[src/tpu_regs.vh]
// Purpose: register map, field positions and constants of the timer/pwm unit
// Assumes: byte-wide registers on a plain strobe port
// Notes:   definitions only
`ifndef TPU_REGS_VH
`define TPU_REGS_VH

// register addresses
`define TPU_ADDR_W          8
`define TPU_A_COUNT_LOW     8'h10
`define TPU_A_CTRL_ONE      8'h11
`define TPU_A_CTRL_TWO      8'h12
`define TPU_A_DUTY_LOW      8'h13
`define TPU_A_PSC_VALUE     8'h14
`define TPU_A_RELOAD_HIGH   8'h16

// control one fields
`define TPU_C1_COUNT_EN     0
`define TPU_C1_RELOAD_SEL   1
`define TPU_C1_ONE_SHOT     2
`define TPU_C1_HIGH_OSC     3
`define TPU_C1_TOGGLE_OE    5
`define TPU_C1_PWM_POL      6
`define TPU_C1_PWM_OE       7
`define TPU_C1_RD_MASK      8'hef

// control two fields
`define TPU_C2_RATE_LSB     0
`define TPU_C2_RATE_MSB     2
`define TPU_C2_PSC_DIS_N    3
`define TPU_C2_EXT_EDGE     4
`define TPU_C2_CLK_SRC      5
`define TPU_C2_HALF_STEP    6
`define TPU_C2_RD_MASK      8'h3f
`define TPU_C2_WR_MASK      8'h7f

// reload high bits fields
`define TPU_RH_DUTY_LSB     0
`define TPU_RH_DUTY_MSB     1
`define TPU_RH_RELOAD_LSB   4
`define TPU_RH_RELOAD_MSB   5
`define TPU_RH_RD_MASK      8'h33

// reset values
`define TPU_RST_CTRL_ONE    8'h00
`define TPU_RST_CTRL_TWO    8'h3f
`define TPU_RST_BYTE        8'h00
`define TPU_RST_PSC         8'hff
`define TPU_RST_CNT         10'h000

// counter constants
`define TPU_CNT_ZERO        10'h000
`define TPU_CNT_WRAP        10'h3ff
`define TPU_CNT_ONE         10'h001
`define TPU_PSC_ONE         8'h01
`define TPU_PSC_ZERO        8'h00
`define TPU_GAP_ONE         8'h01
`define TPU_GAP_MAX         8'hff
`define TPU_READ_ZERO       8'h00

`endif

[src/tpu_unit.v]
// Purpose: 10-bit down-counting timer with prescaler, toggle and pwm outputs
// Assumes: clock sources arrive as one-cycle enables or synchronous pins
// Notes:   register read data appear one cycle after the read strobe
`include "tpu_regs.vh"
`timescale 1ns/100ps
`default_nettype none

module tpu_unit (
    input  wire       i_clk,
    input  wire       i_rst,
    input  wire [7:0] i_addr,
    input  wire [7:0] i_wr_data,
    input  wire       i_wr_en,
    input  wire       i_rd_en,
    output reg  [7:0] o_rd_data,
    input  wire       i_instr_clk_en,
    input  wire       i_high_osc_en,
    input  wire       i_external_clock_pin,
    input  wire       i_cmp_out,
    input  wire       i_cmp_oe,
    input  wire       i_buzzer1_out,
    input  wire       i_buzzer1_oe,
    output reg        o_shared_output_pad,
    output reg        o_shared_output_pad_oe,
    output reg        o_pwm_pad_a,
    output reg        o_pwm_pad_a_oe,
    output reg        o_pwm_pad_b,
    output reg        o_pwm_pad_b_oe,
    output wire       o_underflow_toggle_out,
    output reg        o_underflow_event
);

    ////////////////////////////////////////////////////////////////////
    // register storage

    reg  [7:0] ctrl_one_reg;
    reg  [7:0] ctrl_two_reg;
    reg  [7:0] reload_low_reg;
    reg  [7:0] reload_high_bits_reg;
    reg  [7:0] duty_low_reg;
    reg  [9:0] count_reg;
    reg  [9:0] count_next;
    reg  [7:0] psc_reg;
    reg  [7:0] psc_next;
    reg        oneshot_done_reg;
    reg        oneshot_done_next;
    reg        toggle_reg;
    reg        raw_prev_reg;
    reg  [7:0] gap_reg;
    reg  [7:0] period_reg;
    reg  [7:0] ext_reg;
    reg  [7:0] ext_next;

    // decode of the write strobe
    wire       wr_count       = i_wr_en & (i_addr == `TPU_A_COUNT_LOW);
    wire       wr_ctrl_one    = i_wr_en & (i_addr == `TPU_A_CTRL_ONE);
    wire       wr_ctrl_two    = i_wr_en & (i_addr == `TPU_A_CTRL_TWO);
    wire       wr_duty        = i_wr_en & (i_addr == `TPU_A_DUTY_LOW);
    wire       wr_reload_high = i_wr_en & (i_addr == `TPU_A_RELOAD_HIGH);

    ////////////////////////////////////////////////////////////////////
    // field extraction

    wire       count_enable;
    wire       reload_select;
    wire       one_shot_select;
    wire       high_osc_clock_select;
    wire       toggle_output_enable;
    wire       pwm_polarity;
    wire       pwm_output_enable;
    wire [2:0] prescaler_rate;
    wire       prescaler_disable_n;
    wire       external_edge_select;
    wire       clock_source_select;
    wire       half_step_duty;
    wire [9:0] reload_value;
    wire [9:0] duty_value;

    assign count_enable          = ctrl_one_reg[`TPU_C1_COUNT_EN];
    assign reload_select         = ctrl_one_reg[`TPU_C1_RELOAD_SEL];
    assign one_shot_select       = ctrl_one_reg[`TPU_C1_ONE_SHOT];
    assign high_osc_clock_select = ctrl_one_reg[`TPU_C1_HIGH_OSC];
    assign toggle_output_enable  = ctrl_one_reg[`TPU_C1_TOGGLE_OE];
    assign pwm_polarity          = ctrl_one_reg[`TPU_C1_PWM_POL];
    assign pwm_output_enable     = ctrl_one_reg[`TPU_C1_PWM_OE];
    assign prescaler_rate        = ctrl_two_reg[`TPU_C2_RATE_MSB:`TPU_C2_RATE_LSB];
    assign prescaler_disable_n   = ctrl_two_reg[`TPU_C2_PSC_DIS_N];
    assign external_edge_select  = ctrl_two_reg[`TPU_C2_EXT_EDGE];
    assign clock_source_select   = ctrl_two_reg[`TPU_C2_CLK_SRC];
    assign half_step_duty        = ctrl_two_reg[`TPU_C2_HALF_STEP];

    // ten-bit values assembled from the high bits and the low bytes
    assign reload_value = {reload_high_bits_reg[`TPU_RH_RELOAD_MSB:`TPU_RH_RELOAD_LSB],
                           reload_low_reg};
    assign duty_value   = {reload_high_bits_reg[`TPU_RH_DUTY_MSB:`TPU_RH_DUTY_LSB],
                           duty_low_reg};

    ////////////////////////////////////////////////////////////////////
    // register writes

    // control writes; the count register write also stores the reload low byte
    always @(posedge i_clk) begin
        if (i_rst) begin
            ctrl_one_reg         <= `TPU_RST_CTRL_ONE;
            ctrl_two_reg         <= `TPU_RST_CTRL_TWO;
            reload_low_reg       <= `TPU_RST_BYTE;
            reload_high_bits_reg <= `TPU_RST_BYTE;
            duty_low_reg         <= `TPU_RST_BYTE;
        end else begin
            if (wr_ctrl_one) begin
                ctrl_one_reg <= i_wr_data & `TPU_C1_RD_MASK;
            end
            if (wr_ctrl_two) begin
                ctrl_two_reg <= i_wr_data & `TPU_C2_WR_MASK;
            end
            if (wr_count) begin
                reload_low_reg <= i_wr_data;
            end
            if (wr_reload_high) begin
                reload_high_bits_reg <= i_wr_data & `TPU_RH_RD_MASK;
            end
            if (wr_duty) begin
                duty_low_reg <= i_wr_data;
            end
        end
    end

    ////////////////////////////////////////////////////////////////////
    // clock source selection

    wire ext_edge;
    wire src_tick;

    tpu_edge u_edge (
        .i_clk     (i_clk),
        .i_rst     (i_rst),
        .i_pin     (i_external_clock_pin),
        .i_falling (external_edge_select),
        .o_pulse   (ext_edge)
    );

    // high oscillator overrides, then external pin, then instruction clock
    assign src_tick = high_osc_clock_select ? i_high_osc_en :
                      (clock_source_select ? ext_edge : i_instr_clk_en);

    ////////////////////////////////////////////////////////////////////
    // prescaler

    wire [7:0] psc_mask;
    wire       psc_tick;
    wire       count_tick;

    // code n divides by 2^(n+1): the low n+1 bits must be zero to pass a tick
    // the shift amount is widened so code 7 does not wrap to a zero shift
    assign psc_mask = (`TPU_PSC_ONE << ({1'b0, prescaler_rate} + 4'h1)) - `TPU_PSC_ONE;
    assign psc_tick = src_tick & ((psc_reg & psc_mask) == `TPU_PSC_ZERO);

    // bypassed prescaler passes every source tick straight through
    assign count_tick = count_enable &
                        (prescaler_disable_n ? src_tick : psc_tick);

    // prescaler counts down; a changing rate mid-count can cut a period short,
    // which is why software only retunes it while it is bypassed
    always @* begin
        psc_next = psc_reg;
        if (prescaler_disable_n | ~count_enable) begin
            psc_next = `TPU_RST_PSC;
        end else if (src_tick) begin
            psc_next = psc_reg - `TPU_PSC_ONE;
        end
    end

    always @(posedge i_clk) begin
        if (i_rst) begin
            psc_reg <= `TPU_RST_PSC;
        end else begin
            psc_reg <= psc_next;
        end
    end

    ////////////////////////////////////////////////////////////////////
    // down counter

    wire underflow;

    // a finished one-shot produces no further underflows
    assign underflow = count_tick & (count_reg == `TPU_CNT_ZERO) & ~oneshot_done_reg;

    // next count: a register write has priority over counting
    always @* begin
        count_next        = count_reg;
        oneshot_done_next = oneshot_done_reg;
        if (wr_count) begin
            count_next        = {reload_high_bits_reg[`TPU_RH_RELOAD_MSB:`TPU_RH_RELOAD_LSB],
                                 i_wr_data};
            oneshot_done_next = 1'b0;
        end else if (~one_shot_select) begin
            oneshot_done_next = 1'b0;
            if (underflow) begin
                count_next = reload_select ? reload_value
                                           : `TPU_CNT_WRAP;
            end else if (count_tick) begin
                count_next = count_reg - `TPU_CNT_ONE;
            end
        end else if (underflow) begin
            oneshot_done_next = 1'b1;
        end else if (count_tick & ~oneshot_done_reg) begin
            count_next = count_reg - `TPU_CNT_ONE;
        end
    end

    always @(posedge i_clk) begin
        if (i_rst) begin
            count_reg        <= `TPU_RST_CNT;
            oneshot_done_reg <= 1'b0;
        end else begin
            count_reg        <= count_next;
            oneshot_done_reg <= oneshot_done_next;
        end
    end

    ////////////////////////////////////////////////////////////////////
    // underflow event and toggle output

    always @(posedge i_clk) begin
        if (i_rst) begin
            o_underflow_event <= 1'b0;
            toggle_reg        <= 1'b0;
        end else begin
            o_underflow_event <= underflow;
            if (underflow) begin
                toggle_reg <= ~toggle_reg;
            end
        end
    end

    assign o_underflow_toggle_out = toggle_reg;

    ////////////////////////////////////////////////////////////////////
    // pwm generation

    wire pwm_raw;
    wire half_on;
    wire ext_start;
    wire pwm_active;

    // active while the count sits below the duty value inside a frame
    // that runs from the reload value, or from 0x3ff without reload select, down to zero
    assign pwm_raw = count_enable & (count_reg < duty_value);

    // the extension only applies with the high oscillator clock
    assign half_on    = high_osc_clock_select & half_step_duty;
    // the stretch starts in the cycle the raw duty ends, so no low gap opens
    assign ext_start  = half_on & raw_prev_reg & ~pwm_raw & (period_reg > `TPU_GAP_ONE);
    assign pwm_active = pwm_raw | ext_start | (ext_reg != `TPU_PSC_ZERO);

    // measure the tick spacing so half a timer clock can be stretched out;
    // with a tick every cycle the half step rounds down to nothing
    always @(posedge i_clk) begin
        if (i_rst) begin
            gap_reg    <= `TPU_GAP_ONE;
            period_reg <= `TPU_GAP_ONE;
        end else if (count_tick) begin
            period_reg <= gap_reg;
            gap_reg    <= `TPU_GAP_ONE;
        end else if (gap_reg != `TPU_GAP_MAX) begin
            gap_reg <= gap_reg + `TPU_GAP_ONE;
        end
    end

    // extension counter starts when the raw duty ends
    always @* begin
        ext_next = ext_reg;
        if (ext_start) begin
            ext_next = {1'b0, period_reg[7:1]} - `TPU_PSC_ONE;
        end else if (ext_reg != `TPU_PSC_ZERO) begin
            ext_next = ext_reg - `TPU_PSC_ONE;
        end
    end

    always @(posedge i_clk) begin
        if (i_rst) begin
            raw_prev_reg <= 1'b0;
            ext_reg      <= `TPU_PSC_ZERO;
        end else begin
            raw_prev_reg <= pwm_raw;
            ext_reg      <= ext_next;
        end
    end

    ////////////////////////////////////////////////////////////////////
    // pad outputs

    // pwm pads carry the same waveform; toggle output wins the shared pad
    always @(posedge i_clk) begin
        if (i_rst) begin
            o_pwm_pad_a            <= 1'b0;
            o_pwm_pad_a_oe         <= 1'b0;
            o_pwm_pad_b            <= 1'b0;
            o_pwm_pad_b_oe         <= 1'b0;
            o_shared_output_pad    <= 1'b0;
            o_shared_output_pad_oe <= 1'b0;
        end else begin
            o_pwm_pad_a    <= pwm_active ^ pwm_polarity;
            o_pwm_pad_b    <= pwm_active ^ pwm_polarity;
            o_pwm_pad_a_oe <= pwm_output_enable;
            o_pwm_pad_b_oe <= pwm_output_enable;
            if (toggle_output_enable) begin
                o_shared_output_pad    <= toggle_reg;
                o_shared_output_pad_oe <= 1'b1;
            end else if (i_cmp_oe) begin
                o_shared_output_pad    <= i_cmp_out;
                o_shared_output_pad_oe <= 1'b1;
            end else begin
                o_shared_output_pad    <= i_buzzer1_out;
                o_shared_output_pad_oe <= i_buzzer1_oe;
            end
        end
    end

    ////////////////////////////////////////////////////////////////////
    // register reads

    // write-only fields and unmapped addresses read as zero
    always @(posedge i_clk) begin
        if (i_rst) begin
            o_rd_data <= `TPU_READ_ZERO;
        end else if (i_rd_en) begin
            case (i_addr)
                `TPU_A_COUNT_LOW:   o_rd_data <= count_reg[7:0];
                `TPU_A_CTRL_ONE:    o_rd_data <= ctrl_one_reg & `TPU_C1_RD_MASK;
                `TPU_A_CTRL_TWO:    o_rd_data <= ctrl_two_reg & `TPU_C2_RD_MASK;
                `TPU_A_PSC_VALUE:   o_rd_data <= psc_reg;
                `TPU_A_RELOAD_HIGH: o_rd_data <= reload_high_bits_reg & `TPU_RH_RD_MASK;
                default:            o_rd_data <= `TPU_READ_ZERO;
            endcase
        end else begin
            o_rd_data <= `TPU_READ_ZERO;
        end
    end

endmodule
`default_nettype wire

[src/tpu_edge.v]
// Purpose: edge detector for the external count clock pin
// Assumes: pin already synchronous to i_clk
// Notes:   one-cycle pulse on the selected edge
`timescale 1ns/100ps
`default_nettype none

module tpu_edge (
    input  wire i_clk,
    input  wire i_rst,
    input  wire i_pin,
    input  wire i_falling,
    output wire o_pulse
);

    reg pin_prev_reg;

    // previous pin level; reset to low, so a pin held high shows a rising edge right after reset
    always @(posedge i_clk) begin
        if (i_rst) begin
            pin_prev_reg <= 1'b0;
        end else begin
            pin_prev_reg <= i_pin;
        end
    end

    // falling when selected, rising otherwise
    assign o_pulse = i_falling ? (pin_prev_reg & ~i_pin)
                               : (~pin_prev_reg & i_pin);

endmodule
`default_nettype wire

[config.mk]
export PLATFORM = sky130hd
export DESIGN_NAME = tpu_unit
export DESIGN_NICKNAME = d
export VERILOG_FILES = /design/src/tpu_unit.v /design/src/tpu_edge.v
export VERILOG_INCLUDE_DIRS = /design/src /design/src/src
export SDC_FILE = /design/constraint.sdc
export NUM_CORES = 1
export LEC_CHECK = 0
export BUFFER_PORTS_ARGS = -buffer_cell sky130_fd_sc_hd__buf_2
export CORE_MARGIN = 3
export CORE_UTILIZATION = 45
export CTS_CLUSTER_DIAMETER = 40
export DETAILED_ROUTE_END_ITERATION = 12
export HOLD_SLACK_MARGIN = 0.15
export PLACE_DENSITY_LB_ADDON = 0.3
export SYNTH_ARGS = -nofsm -noshare
export SYNTH_HDL_FRONTEND = slang
export SYNTH_SLANG_ARGS = --single-unit
export TNS_END_PERCENT = 10
[constraint.sdc]
create_clock -name i_clk -period 2.7 [get_ports i_clk]
set_input_delay 0.135 -clock i_clk [delete_from_list [all_inputs] [get_ports i_clk]]
set_output_delay 0.135 -clock i_clk [all_outputs]
set_load 0.005 [all_outputs]
**Word-level counts from Yosys, hierarchy flattened**

Index checks and enable logic that the tools add are counted.

- Register bits: 93
- Bits of input ports: 27
- Word-level logic and storage cells: 97

- Add/subtract/negate cells: 7
- $lt $le $gt $ge: 2
- Equal/unequal tests: 9
- Shift-type cells: 1
- Muxes and demuxes: 18
- Bitwise gates (word level): 30
- Reduce and logical (&&, ||, !) cells: 10

Operator list:

| cell | number |
|---|---|
| $mux W10 | 7 |
| $eq A8 B5 Y1 const B | 6 |
| $pmux W8 S5 | 1 |
| $sub A8 B1 Y8 const B | 3 |
| $and A1 B1 Y1 | 17 |
| $mux W8 | 2 |
| $logic_not A10 Y1 | 1 |
| $lt A10 B10 Y1 | 1 |
| $sub A10 B1 Y10 const B | 1 |
| $add A8 B1 Y8 const B | 1 |
| $and A8 B8 Y8 | 1 |
| $gt A8 B1 Y1 const B | 1 |
| $logic_not A8 Y1 | 1 |
| $mux W1 | 8 |
| $ne A8 B8 Y1 const B | 1 |
| $not A1 Y1 | 8 |
| $reduce_bool A8 Y1 | 1 |
| $shl A1 B4 Y8 const A | 1 |
| $sub A7 B1 Y8 const B | 1 |
| $reduce_or A2 Y1 | 3 |
| $add A3 B1 Y4 const B | 1 |
| $reduce_bool A4 Y1 | 1 |
| $ne A3 B1 Y1 const B | 1 |
| $ne A3 B3 Y1 const B | 1 |
| 5 further kinds | 7 |

**Logic depth before layout (Yosys ltp)**

Gate-level depths: netlist of run 1.

- Word-level depth: 13
- Gate-level depth with buffers: 14

**Hierarchy**

A second synthesis of run 1 with hierarchy kept.

- Cells, all modules: 558
- Area total of the unflattened synthesis: 4744.6 sq um

Modules (own cells, without submodules):

| module | instances | cells an instance | area each (sq um) | seq. area each (sq um) |
|---|---|---|---|---|
| tpu_unit | 1 | 553 | 4695.8 | 1821.7 |
| tpu_edge | 1 | 5 | 48.8 | 20.0 |

**Worst setup path after synthesis of run 1**

OpenSTA, ideal clock, no wires.

- Path kind: register -> register
- Start: reg count_reg[3]
- End: reg ext_reg[4]
- Library setup time: 0.086 ns
- Arrival time: 2.895 ns
- Slack: -0.281 ns
- Stages on the path, launching flop included: 13
- Path buffers: 0
- Clock period less this slack: 2.981 ns
- Path through: dfxtp_1 -> ha_1 -> a211o_1 -> a21oi_1 -> o21ai_0 -> a221oi_2 -> nor2_1 -> mux2i_1 -> ha_1 -> nor2b_1 -> nor2b_1 -> xnor2_1 -> a211oi_1

- Cells in the longest elaborated chain, start to end: 6
- Elaborated cells between the ends (all ways): 7
- Those cells by class: order compare (1); mux (1); bitwise (4); reduce/logical (1)

Ends and longest elaborated chain:

| what | line | text |
|---|---|---|
| start: declaration | tpu_unit.v:41 | `reg [9:0] count_reg;` |
| start signal: assignment | tpu_unit.v:214 | `` count_reg <= `TPU_RST_CNT; `` |
| start signal: assignment | tpu_unit.v:217 | `count_reg <= count_next;` |
| $lt A10 B10 Y1 * | tpu_unit.v:249 | `assign pwm_raw = count_enable & (count_reg < duty_value);` |
| $and A1 B1 Y1 * | tpu_unit.v:249 |  |
| $not A1 Y1 * | tpu_unit.v:254 | `` assign ext_start = half_on & raw_prev_reg & ~pwm_raw & (period_reg > `TPU_GAP_ONE); `` |
| $and A1 B1 Y1 * (2 in a row) | tpu_unit.v:254 |  |
| $mux W8 or $reduce_bool A2 Y1 (tied branches) | - |  |
| end signal: assignment | tpu_unit.v:284 | `` ext_reg <= `TPU_PSC_ZERO; `` |
| end signal: assignment | tpu_unit.v:287 | `ext_reg <= ext_next;` |
| end: declaration | tpu_unit.v:51 | `reg [7:0] ext_reg;` |

Mark *: on every way between the ends. The rest lies on a longest branch, timed or not.
A chain may end at the register's enable or synchronous reset.

**Worst setup path after layout of run 1**

- Start: reg reload_high_bits_reg[0]
- End: reg ext_reg[2]

- Cells in the longest elaborated chain, start to end: 6
- Elaborated cells between the ends (all ways): 7
- Those cells by class: order compare (1); mux (1); bitwise (4); reduce/logical (1)

Ends and longest elaborated chain:

| what | line | text |
|---|---|---|
| start: declaration | tpu_unit.v:39 | `reg [7:0] reload_high_bits_reg;` |
| start signal: assignment | tpu_unit.v:107 | `` reload_high_bits_reg <= `TPU_RST_BYTE; `` |
| start signal: assignment | tpu_unit.v:120 | `` reload_high_bits_reg <= i_wr_data & `TPU_RH_RD_MASK; `` |
| $lt A10 B10 Y1 * | tpu_unit.v:249 |  |
| $and A1 B1 Y1 * | tpu_unit.v:249 |  |
| $not A1 Y1 * | tpu_unit.v:254 |  |
| $and A1 B1 Y1 * (2 in a row) | tpu_unit.v:254 |  |
| $mux W8 or $reduce_bool A2 Y1 (tied branches) | - |  |

Marked as above.

==> flow_summary.ini, run 1 <==
[run_status]
status = finished clean

[synthesis]
avgSynthCellArea_um2 = 8.41
synth_cell_types = 77
synth_area_um2 = 4830
ys_ff_latch = 92
synthFlopType = dfxtp_1
yosysTopAreaCell = dfxtp_1
synth_warnings = 0
syn-num-nets = 616
synth_top_area_frac = 0.381
synthArstFlopShare = 0
syn_inst = 575
synth_edf_count = 0
synth.area.top_cells = dfxtp_1 38%, nand2_1 5.7%, mux2i_1 5.4%
ys_seq_area_frac = 0.381

[detailed_routing]
drt_wl_total_um = 13300
wl_per_cell_um = 16.8
vias = 4543
first_pass_iters = 5
vias_per_cell = 5.75
postRouteAntennaNets = 0
drc = 0
drtIter0Drc = 347

[sta]
fmax_ghz = 0.377
rsz0062_at_grt = true
fin_crit_ns = 2.65
tns_ns = 0
relSlewSlack = 0.464
fin_worst_skew_ns = 0.0160
final_max_slew_viol_count = 0
hold_viol = 0
worstMarginPinSlew_ns = 0.798
min_period_over_period = 0.983
setup_viol = 0
fin_ws_ns = 0.0455

[finish]
layout.nets = 692
design_area_um2 = 5750
area_delta_synth_final_pct = 19.0
largest_register_ffs = 10
antennaDiodeCount = 0
final_core_util = 0.555
seq_area_um2 = 1850
drive_above_1_share = 0.206
multiInputGateArea_um2 = 2840
fill_cells = 962
final_cells = 790

[place]
pre_cts_ws_ns = -0.0660
placed_area_um2 = 5310
hpwl_um = 9530
gp_congestion = 0.923
dp_cells = 754
io_buffers = 42

[critical_path]
regToRegStartpoint = reload_high_bits_reg[0]$_SDFFE_PP0P_
r2r_slack_ns = 0.05
startpoint_type = register
crit_path_end_kind = register
worstReg2RegEnd = ext_reg[2]$_SDFFE_PP0P_
crit_type = reg -> reg
cp.required_ns = 3.00
reg2reg_depth = 12
cp_data_arrival_time_ns = 2.96
path_max_fanout = 4

[grt]
track_usage = 0.230
grt_pass1_wl_um = 21500
grt_pass1_vias = 4369
grt_max_degree = 57
grt_antenna_before_repair = 0
grt-ovfl-total = 0

[floorplanning]
initial_core_util = 0.466
core_area_um2 = 10400
die_area_um2 = 12000
fp.dieH_um = 110
placementRows = 37
ios = 43
die_width_um = 110

[power_and_ir_drop]
power_switching_mw = 0.805
p_per_area_nw_per_um2 = 507
seqPwrFrac = 0.499
vdd_drop_max_uv = 294
p_sw_frac = 0.276
clkPwrFrac = 0.305
power_frac_comb = 0.195
p_leak_nw = 2.23
p_int_mw = 2.11

[min_path]
hold_depth = 3
hold_end = o_rd_data[5]$_SDFF_PP0_
worstHoldStart = i_rd_en
hp-class = in -> reg

[cts]
cts_buffers = 9
cts.path.max_buffers = 2
cts.sinks = 92
root_buffer = clkbuf_8
cts.clk_slew.worst_paths_ns = 0.08
clkLatencyLatePin_ns = 0.37
cts_tree = done
htreeDepth = 3

[run]
maxCapViolations = 0
==> cells by family (layout without fill, tap and decap cells) <==
group	count (synthesis)	after routing	share of synthesized area
xor gates and xnor gates	24	24	0.0435
DFF	92	92	0.381
AOI/OAI and AO/OA	121	121	0.179
other	1	1	0.000776
muxes	27	27	0.0562
buffers and inverters	49	128	0.0463
adders and majority gates	14	14	0.0362
and+or+nand+nor	247	247	0.257
==> cells in the final DEF, fill, tap and decap left out, types with 4 or more instances in the layout <==
cell type,n
nand3_1,23
mux2i_1,26
xor2_1,12
inv_1,17
xnor2_1,12
a221oi_1,5
dfxtp_1,87
nor2b_1,4
o211ai_1,8
or3_1,4
dfxtp_2,5
nor3_1,21
nor3b_1,4
buf_4,34
a311oi_1,5
nand4_1,12
clkbuf_8,9
dlygate4sd3_1,17
o21ai_0,15
a21oi_1,42
nand2_1,74
buf_2,42
ha_1,10
a21oi_2,4
nor2_1,60
o31ai_1,6
==> Yosys cell counts, types with 4 or more instances <==
cell type  number
nor3b_1         4
xor2_1         12
dfxtp_1        92
nor2b_1         6
o211ai_1        8
nor3_1         21
a221oi_1        5
nand4_1        12
a21oi_1        44
inv_1          19
mux2i_1        26
ha_1           14
nand3_1        24
or4_1           4
or3_1           4
a311oi_1        5
nor2_1         61
o21ai_0        17
buf_2           5
o31ai_1         6
clkbuf_1       19
xnor2_1        12
nand2_1        74
==> power by group through the flow <==
stage                     clock, mW  combinational (mW)  sequential (mW)
after floorplan                   0               0.344             1.47
after global placement            0               0.455             1.48
after detailed placement          0               0.469             1.48
after CTS                     0.899               0.501             1.45
after global routing          0.972               0.624             1.46
final                         0.890               0.569             1.45
==> worst max path at each step <==
stage,start,endpoint,slack [ns],cells past startpoint
after floorplan,duty_low_reg[3]$_SDFFE_PP0P_,ext_reg[4]$_SDFFE_PP0P_,0.05,13
after global placement,duty_low_reg[3]$_SDFFE_PP0P_,ext_reg[6]$_SDFFE_PP0P_,0.09,14
after detailed placement,duty_low_reg[3]$_SDFFE_PP0P_,ext_reg[6]$_SDFFE_PP0P_,-0.07,14
after CTS,duty_low_reg[3]$_SDFFE_PP0P_,ext_reg[6]$_SDFFE_PP0P_,0.007,14
after global routing,duty_low_reg[3]$_SDFFE_PP0P_,ext_reg[2]$_SDFFE_PP0P_,-0.06,14
final,reload_high_bits_reg[0]$_SDFFE_PP0P_,ext_reg[2]$_SDFFE_PP0P_,0.05,12
==> what timing repair did <==
item	in CTS	in global routing
resized for setup	2	17
hold buffers	17	0
buffers inserted	1	4
setup endpoints to repair	2	3
pin swaps	1	7
hold endpoints to repair	43	0
==> per-stage QoR <==
stage          hold slack (ns)  power, mW
2_1_floorplan            0.255       1.82
3_3_place_gp             0.342       1.94
3_5_place_dp             0.356       1.95
4_1_cts                  0.222       2.85
5_1_grt                  0.276       3.06
6_report                 0.227       2.91
==> critical path, cell delays in order, from the launching register on <==
cell and delay, ns:
dfxtp_2 0.35, inv_1 0.05, ha_1 0.21, or4_4 0.51, a221oi_4 0.26, nor2_4 0.08, mux2i_1 0.17, ha_2 0.22
buf_6 0.11, buf_4 0.11, nor4b_1 0.30, o22ai_1 0.14, nand2_1 0.07
==> final cells by class <==
class,instances,share of cell area
Multi-Input combinational cell,434,0.493
Clock inverter,2,0.00653
Tap cell,136,0.0296
Timing Repair Buffer,94,0.112
Clock buffer,12,0.0235
Inverter,20,0.0131
Sequential cell,92,0.321
==> layer usage <==
layer / up-vias / wire (um) / global-route usage
met5: - / 0 / 0
met4: 0 / 408 / 0.0962
met3: 29 / 867 / 0.0505
met2: 171 / 6260 / 0.377
met1: 2137 / 5770 / 0.292
li1: 2206 / - / -
No activity file was read; power rests on OpenSTA's default activity.
==> inputs of run 2 (changes only) <==
--- a/config.mk
+++ b/config.mk
@@ -7,8 +7,10 @@
 export NUM_CORES = 1
 export LEC_CHECK = 0
 export BUFFER_PORTS_ARGS = -buffer_cell sky130_fd_sc_hd__buf_2
+export CAP_MARGIN = 5
 export CORE_MARGIN = 3
 export CORE_UTILIZATION = 45
+export CTS_BUF_LIST = sky130_fd_sc_hd__clkbuf_8
 export CTS_CLUSTER_DIAMETER = 40
 export DETAILED_ROUTE_END_ITERATION = 12
 export HOLD_SLACK_MARGIN = 0.15
==> flow_summary.ini, run 2 (synthesis results as in run 1) <==
[sta]
worst_hold_slack_ns = 0.226
min_period_over_period = 1.00
worstMarginPinSlew_ns = 0.797
relSlewSlack = 0.464
setup_viol = 1
fin_crit_ns = 2.70
fmax_ghz = 0.370
fin_ws_ns = -0.000358
fin_worst_skew_ns = 0.0157
hold_viol = 0
rsz0062_at_grt = true
final_max_slew_viol_count = 0

[critical_path]
cp_data_arrival_time_ns = 3.00
cpMaxStageDelayCell = or4_4
startpoint_type = register
worstReg2RegEnd = ext_reg[2]$_SDFFE_PP0P_
reg2reg_depth = 12
regToRegStartpoint = reload_high_bits_reg[0]$_SDFFE_PP0P_
cp.required_ns = 3.00
r2r_slack_ns = -0.0004
critPathMaxStageDelay_ns = 0.51
path_max_fanout = 4
crit_type = reg -> reg
crit_path_end_kind = register
worstPathCellList = inv_1 -> ha_1 -> or4_4 -> a221oi_4 -> nor2_4 -> mux2i_1 -> ha_2 -> buf_6 -> buf_4 -> nor4b_1 -> o22ai_1 -> nand2_1

[detailed_routing]
vias_per_cell = 5.77
drtIter0Drc = 345
drc = 0
wl_per_cell_um = 16.9
vias = 4556
drt_wl_total_um = 13300
first_pass_iters = 5
postRouteAntennaNets = 0

[power_and_ir_drop]
p_leak_nw = 2.25
vdd_drop_max_uv = 294
p_per_area_nw_per_um2 = 505

[grt]
grt_antenna_before_repair = 0
grt-ovfl-total = 0
grt_pass1_vias = 4369
grt_max_degree = 57
grt_pass1_wl_um = 21500
track_usage = 0.230

[floorplanning]
placementRows = 37
core_area_um2 = 10400
die_area_um2 = 12000
fp.dieH_um = 110
die_width_um = 110
initial_core_util = 0.466
ios = 43

[finish]
largest_register_ffs = 10
layout_common_cells = 87 x dfxtp_1, 74 x nand2_1, 60 x nor2_1, 42 x a21oi_1, 42 x buf_2
area_delta_synth_final_pct = 19.0
drive_above_1_share = 0.206
design_area_um2 = 5750
final_common_cell = dfxtp_1
layout.nets = 692
antennaDiodeCount = 0

[place]
io_buffers = 42
hpwl_um = 9530
gp_congestion = 0.923
placed_area_um2 = 5310

[cts]
cts.path.max_buffers = 2
cts_tree = done
cts.clk_slew.worst_paths_ns = 0.08
cts.sinks = 92
root_buffer = clkbuf_8
clkLatencyLatePin_ns = 0.37
cts_buffers = 9
htreeDepth = 3

[min_path]
hp-class = in -> reg
hold_end = o_rd_data[5]$_SDFF_PP0_
hold_depth = 3
worstHoldStart = i_rd_en

[run_status]
violations = setup timing
status = complete, but fails checks

[run]
maxCapViolations = 0
## run 2: worst max path at each step
stage / startpoint / end / slack, ns
3_5_place_dp: duty_low_reg[3]$_SDFFE_PP0P_ / ext_reg[6]$_SDFFE_PP0P_ / -0.07
4_1_cts: duty_low_reg[3]$_SDFFE_PP0P_ / ext_reg[6]$_SDFFE_PP0P_ / 0.007
2_1_floorplan: duty_low_reg[3]$_SDFFE_PP0P_ / ext_reg[4]$_SDFFE_PP0P_ / 0.05
3_3_place_gp: duty_low_reg[3]$_SDFFE_PP0P_ / ext_reg[6]$_SDFFE_PP0P_ / 0.09
6_report: reload_high_bits_reg[0]$_SDFFE_PP0P_ / ext_reg[2]$_SDFFE_PP0P_ / -0.0004
5_1_grt: duty_low_reg[3]$_SDFFE_PP0P_ / ext_reg[2]$_SDFFE_PP0P_ / -0.06
## run 2: final cells by class
cell class              count  area (um^2)
fillers                   962         4620
multi-input cells         434         2840
flip-flops and latches     92         1850
repair buffers             94          647
well taps                 136          170
clock buffers               9          124
inverters                  20         75.1
clock inverters             5         48.8
## run 2: critical path, delay by kind of cell, from the launching register on
kind	cells	cell delay, ns
mux	1	0.17
buf+inv	3	0.27
fa+ha+maj	2	0.42
flops	1	0.35
compound gates	2	0.44
simple gates	4	0.98
## run 2: per-layer routing
layer,global-route usage,up-vias,wire (um)
met5,0,-,0
met4,0.0962,0,437
met3,0.0505,42,865
met2,0.377,170,6240
met1,0.292,2135,5800
li1,-,2209,-
## run 2: stage by stage
stage                     std cells  power, mW  setup slack [ns]   TNS (ns)   util
final                           790       2.90         -0.000358  -0.000358  0.555
after global placement          754       1.94            0.0918          0  0.512
after detailed placement        754       1.95           -0.0660    -0.0830  0.512
after floorplan                 575       1.82            0.0498          0      -
after global routing            790       3.05           -0.0634     -0.148  0.555
after CTS                       786       2.84           0.00665          0  0.547
## run 2: what timing repair did
action,4_1_cts,5_1_grt
setup buffers,1,4
hold endpoints to repair,43,0
setup endpoints to repair,2,3
pin swaps,1,7
gates resized for setup,2,17
hold buffers,17,0
## run 2: where the power goes
part / total (mW) / leakage (nW) / internal [mW] / switching (mW)
clock network: 0.880 / 0.0950 / 0.409 / 0.471
logic: 0.569 / 1.40 / 0.279 / 0.291
registers: 1.46 / 0.748 / 1.41 / 0.0458
total: 2.90 / 2.25 / 2.10 / 0.807
==> inputs of run 3 (changes only) <==
--- a/config.mk
+++ b/config.mk
@@ -15,6 +15,7 @@
 export DETAILED_ROUTE_END_ITERATION = 12
 export HOLD_SLACK_MARGIN = 0.15
 export PLACE_DENSITY_LB_ADDON = 0.3
+export SETUP_SLACK_MARGIN = 0.02
 export SYNTH_ARGS = -nofsm -noshare
 export SYNTH_HDL_FRONTEND = slang
 export SYNTH_SLANG_ARGS = --single-unit
==> flow_summary.ini, run 3 (synthesis results as in run 1) <==
[detailed_routing]
drt_wl_total_um = 13100
vias_per_cell = 5.66
drtIter0Drc = 292
postRouteAntennaNets = 0
wl_per_cell_um = 16.6
first_pass_iters = 5
vias = 4467
drc = 0

[floorplanning]
ios = 43
initial_core_util = 0.466
fp.dieH_um = 110
die_area_um2 = 12000
die_width_um = 110
placementRows = 37
core_area_um2 = 10400

[critical_path]
r2r_slack_ns = 0.13
startpoint_type = register
cp_data_arrival_time_ns = 2.83
cpMaxStageDelayCell = or3_2
crit_type = reg -> reg
cp.required_ns = 2.96
worstPathCellList = or3_2 -> ha_1 -> nor3b_1 -> o2111ai_1 -> o2111ai_4 -> or3_1 -> nand2_1 -> o221a_2
cp_top_family = simple AND/OR/NAND/NOR gates
crit_buf_inv = 0
path_max_fanout = 6
crit_path_end_kind = register
critPathMaxStageDelay_ns = 0.48

[finish]
drive_above_1_share = 0.202
fill_cells = 960
design_area_um2 = 5740
antennaDiodeCount = 0
area_delta_synth_final_pct = 18.8
largest_register_ffs = 10
layout.nets = 691
final_cells = 789
final_common_cell = dfxtp_1
layout_common_cells = 89 x dfxtp_1, 73 x nand2_1, 60 x nor2_1, 42 x buf_2, 41 x a21oi_1

[cts]
clkLatencyLatePin_ns = 0.37
htreeDepth = 3
cts.path.max_buffers = 2
cts_buffers = 9
cts_tree = done
cts.sinks = 92
root_buffer = clkbuf_8
cts.clk_slew.worst_paths_ns = 0.09

[power_and_ir_drop]
p_per_area_nw_per_um2 = 497
p_leak_nw = 2.24
vdd_drop_max_uv = 294

[sta]
rsz0062_at_grt = true
relSlewSlack = 0.464
fin_crit_ns = 2.57
setup_viol = 0
fmax_ghz = 0.390
min_period_over_period = 0.951
worstMarginPinSlew_ns = 0.798
final_max_slew_viol_count = 0
fin_worst_skew_ns = 0.0143
hold_viol = 0

[grt]
grt_pass1_vias = 4357
grt_max_degree = 57
grt-ovfl-total = 0
grt_antenna_before_repair = 0
grt_pass1_wl_um = 21500
track_usage = 0.229

[run]
maxCapViolations = 0

[place]
hpwl_um = 9530
io_buffers = 42
gp_congestion = 0.923
dp_cells = 754
placed_area_um2 = 5310

[run_status]
status = finished clean

[min_path]
hp-class = in -> reg
[run 3: cell types whose count changed in the layout (fill, tap and decap cells not counted), moves of 2 or more]
cell and delta:
ha_1 +2, ha_2 -2, dfxtp_2 -2, dfxtp_1 +2
[run 3: what timing repair did]
item	4_1_cts	5_1_grt
resized for setup	5	11
hold buffers	17	0
gates cloned	0	0
pin swaps	6	7
setup endpoints to repair	2	4
hold endpoints to repair	43	0
buffers inserted	3	1
[run 3: final timing paths]
path | endpoint | startpoint | depth (start not counted)
worst max register to register | count_reg[4]$_SDFFE_PP0P_ | ctrl_two_reg[0]$_SDFFE_PP1P_ | 8
worst max-delay path | count_reg[4]$_SDFFE_PP0P_ | ctrl_two_reg[0]$_SDFFE_PP1P_ | 8
worst min register to register | reload_low_reg[7]$_SDFFE_PP0P_ | reload_low_reg[7]$_SDFFE_PP0P_ | 2
worst min-delay path | o_rd_data[5]$_SDFF_PP0_ | i_rd_en | 3
[run 3: per-layer routing]
metal / share of wire / GRT usage / up-vias
met4: 0.031 / 0.0962 / 0
met2: 0.47 / 0.376 / 138
met1: 0.44 / 0.289 / 2091
met5: 0 / 0 / -
met3: 0.065 / 0.0528 / 32
li1: - / - / 2206
[run 3: layout make-up]
cell class / count / area [um^2] / share of cell area
tap: 136 / 170 / 0.0296
multi-input combinational: 434 / 2850 / 0.495
sequential: 92 / 1850 / 0.321
timing repair buffer: 93 / 636 / 0.111
clock inverter: 5 / 48.8 / 0.00849
inverter: 20 / 75.1 / 0.0131
clock buffer: 9 / 124 / 0.0216
[run 3: through the flow]
stage | worst slack [ns] | TNS, ns | power [mW] | hold WS [ns] | utilization
finish | 0.133 | 0 | 2.85 | 0.224 | 0.554
global route | -0.00129 | -0.00129 | 3.00 | 0.276 | 0.554
CTS | 0.0416 | 0 | 2.85 | 0.222 | 0.549
detailed placement | -0.0660 | -0.0830 | 1.95 | 0.356 | 0.512
global placement | 0.0918 | 0 | 1.94 | 0.342 | 0.512
floorplan | 0.0498 | 0 | 1.82 | 0.255 | -
[run 3: tightest hold or removal path, stage by stage]
cell and delay, ns:
buf_2 0.10, o211ai_1 0.24, a21oi_1 0.07
[run 3: power breakdown]
part | switching [mW] | internal (mW) | leakage (nW) | total, mW
clock | 0.471 | 0.409 | 0.0950 | 0.879
sequential | 0.0434 | 1.41 | 0.747 | 1.45
combinational | 0.271 | 0.249 | 1.40 | 0.520
total | 0.785 | 2.07 | 2.24 | 2.85
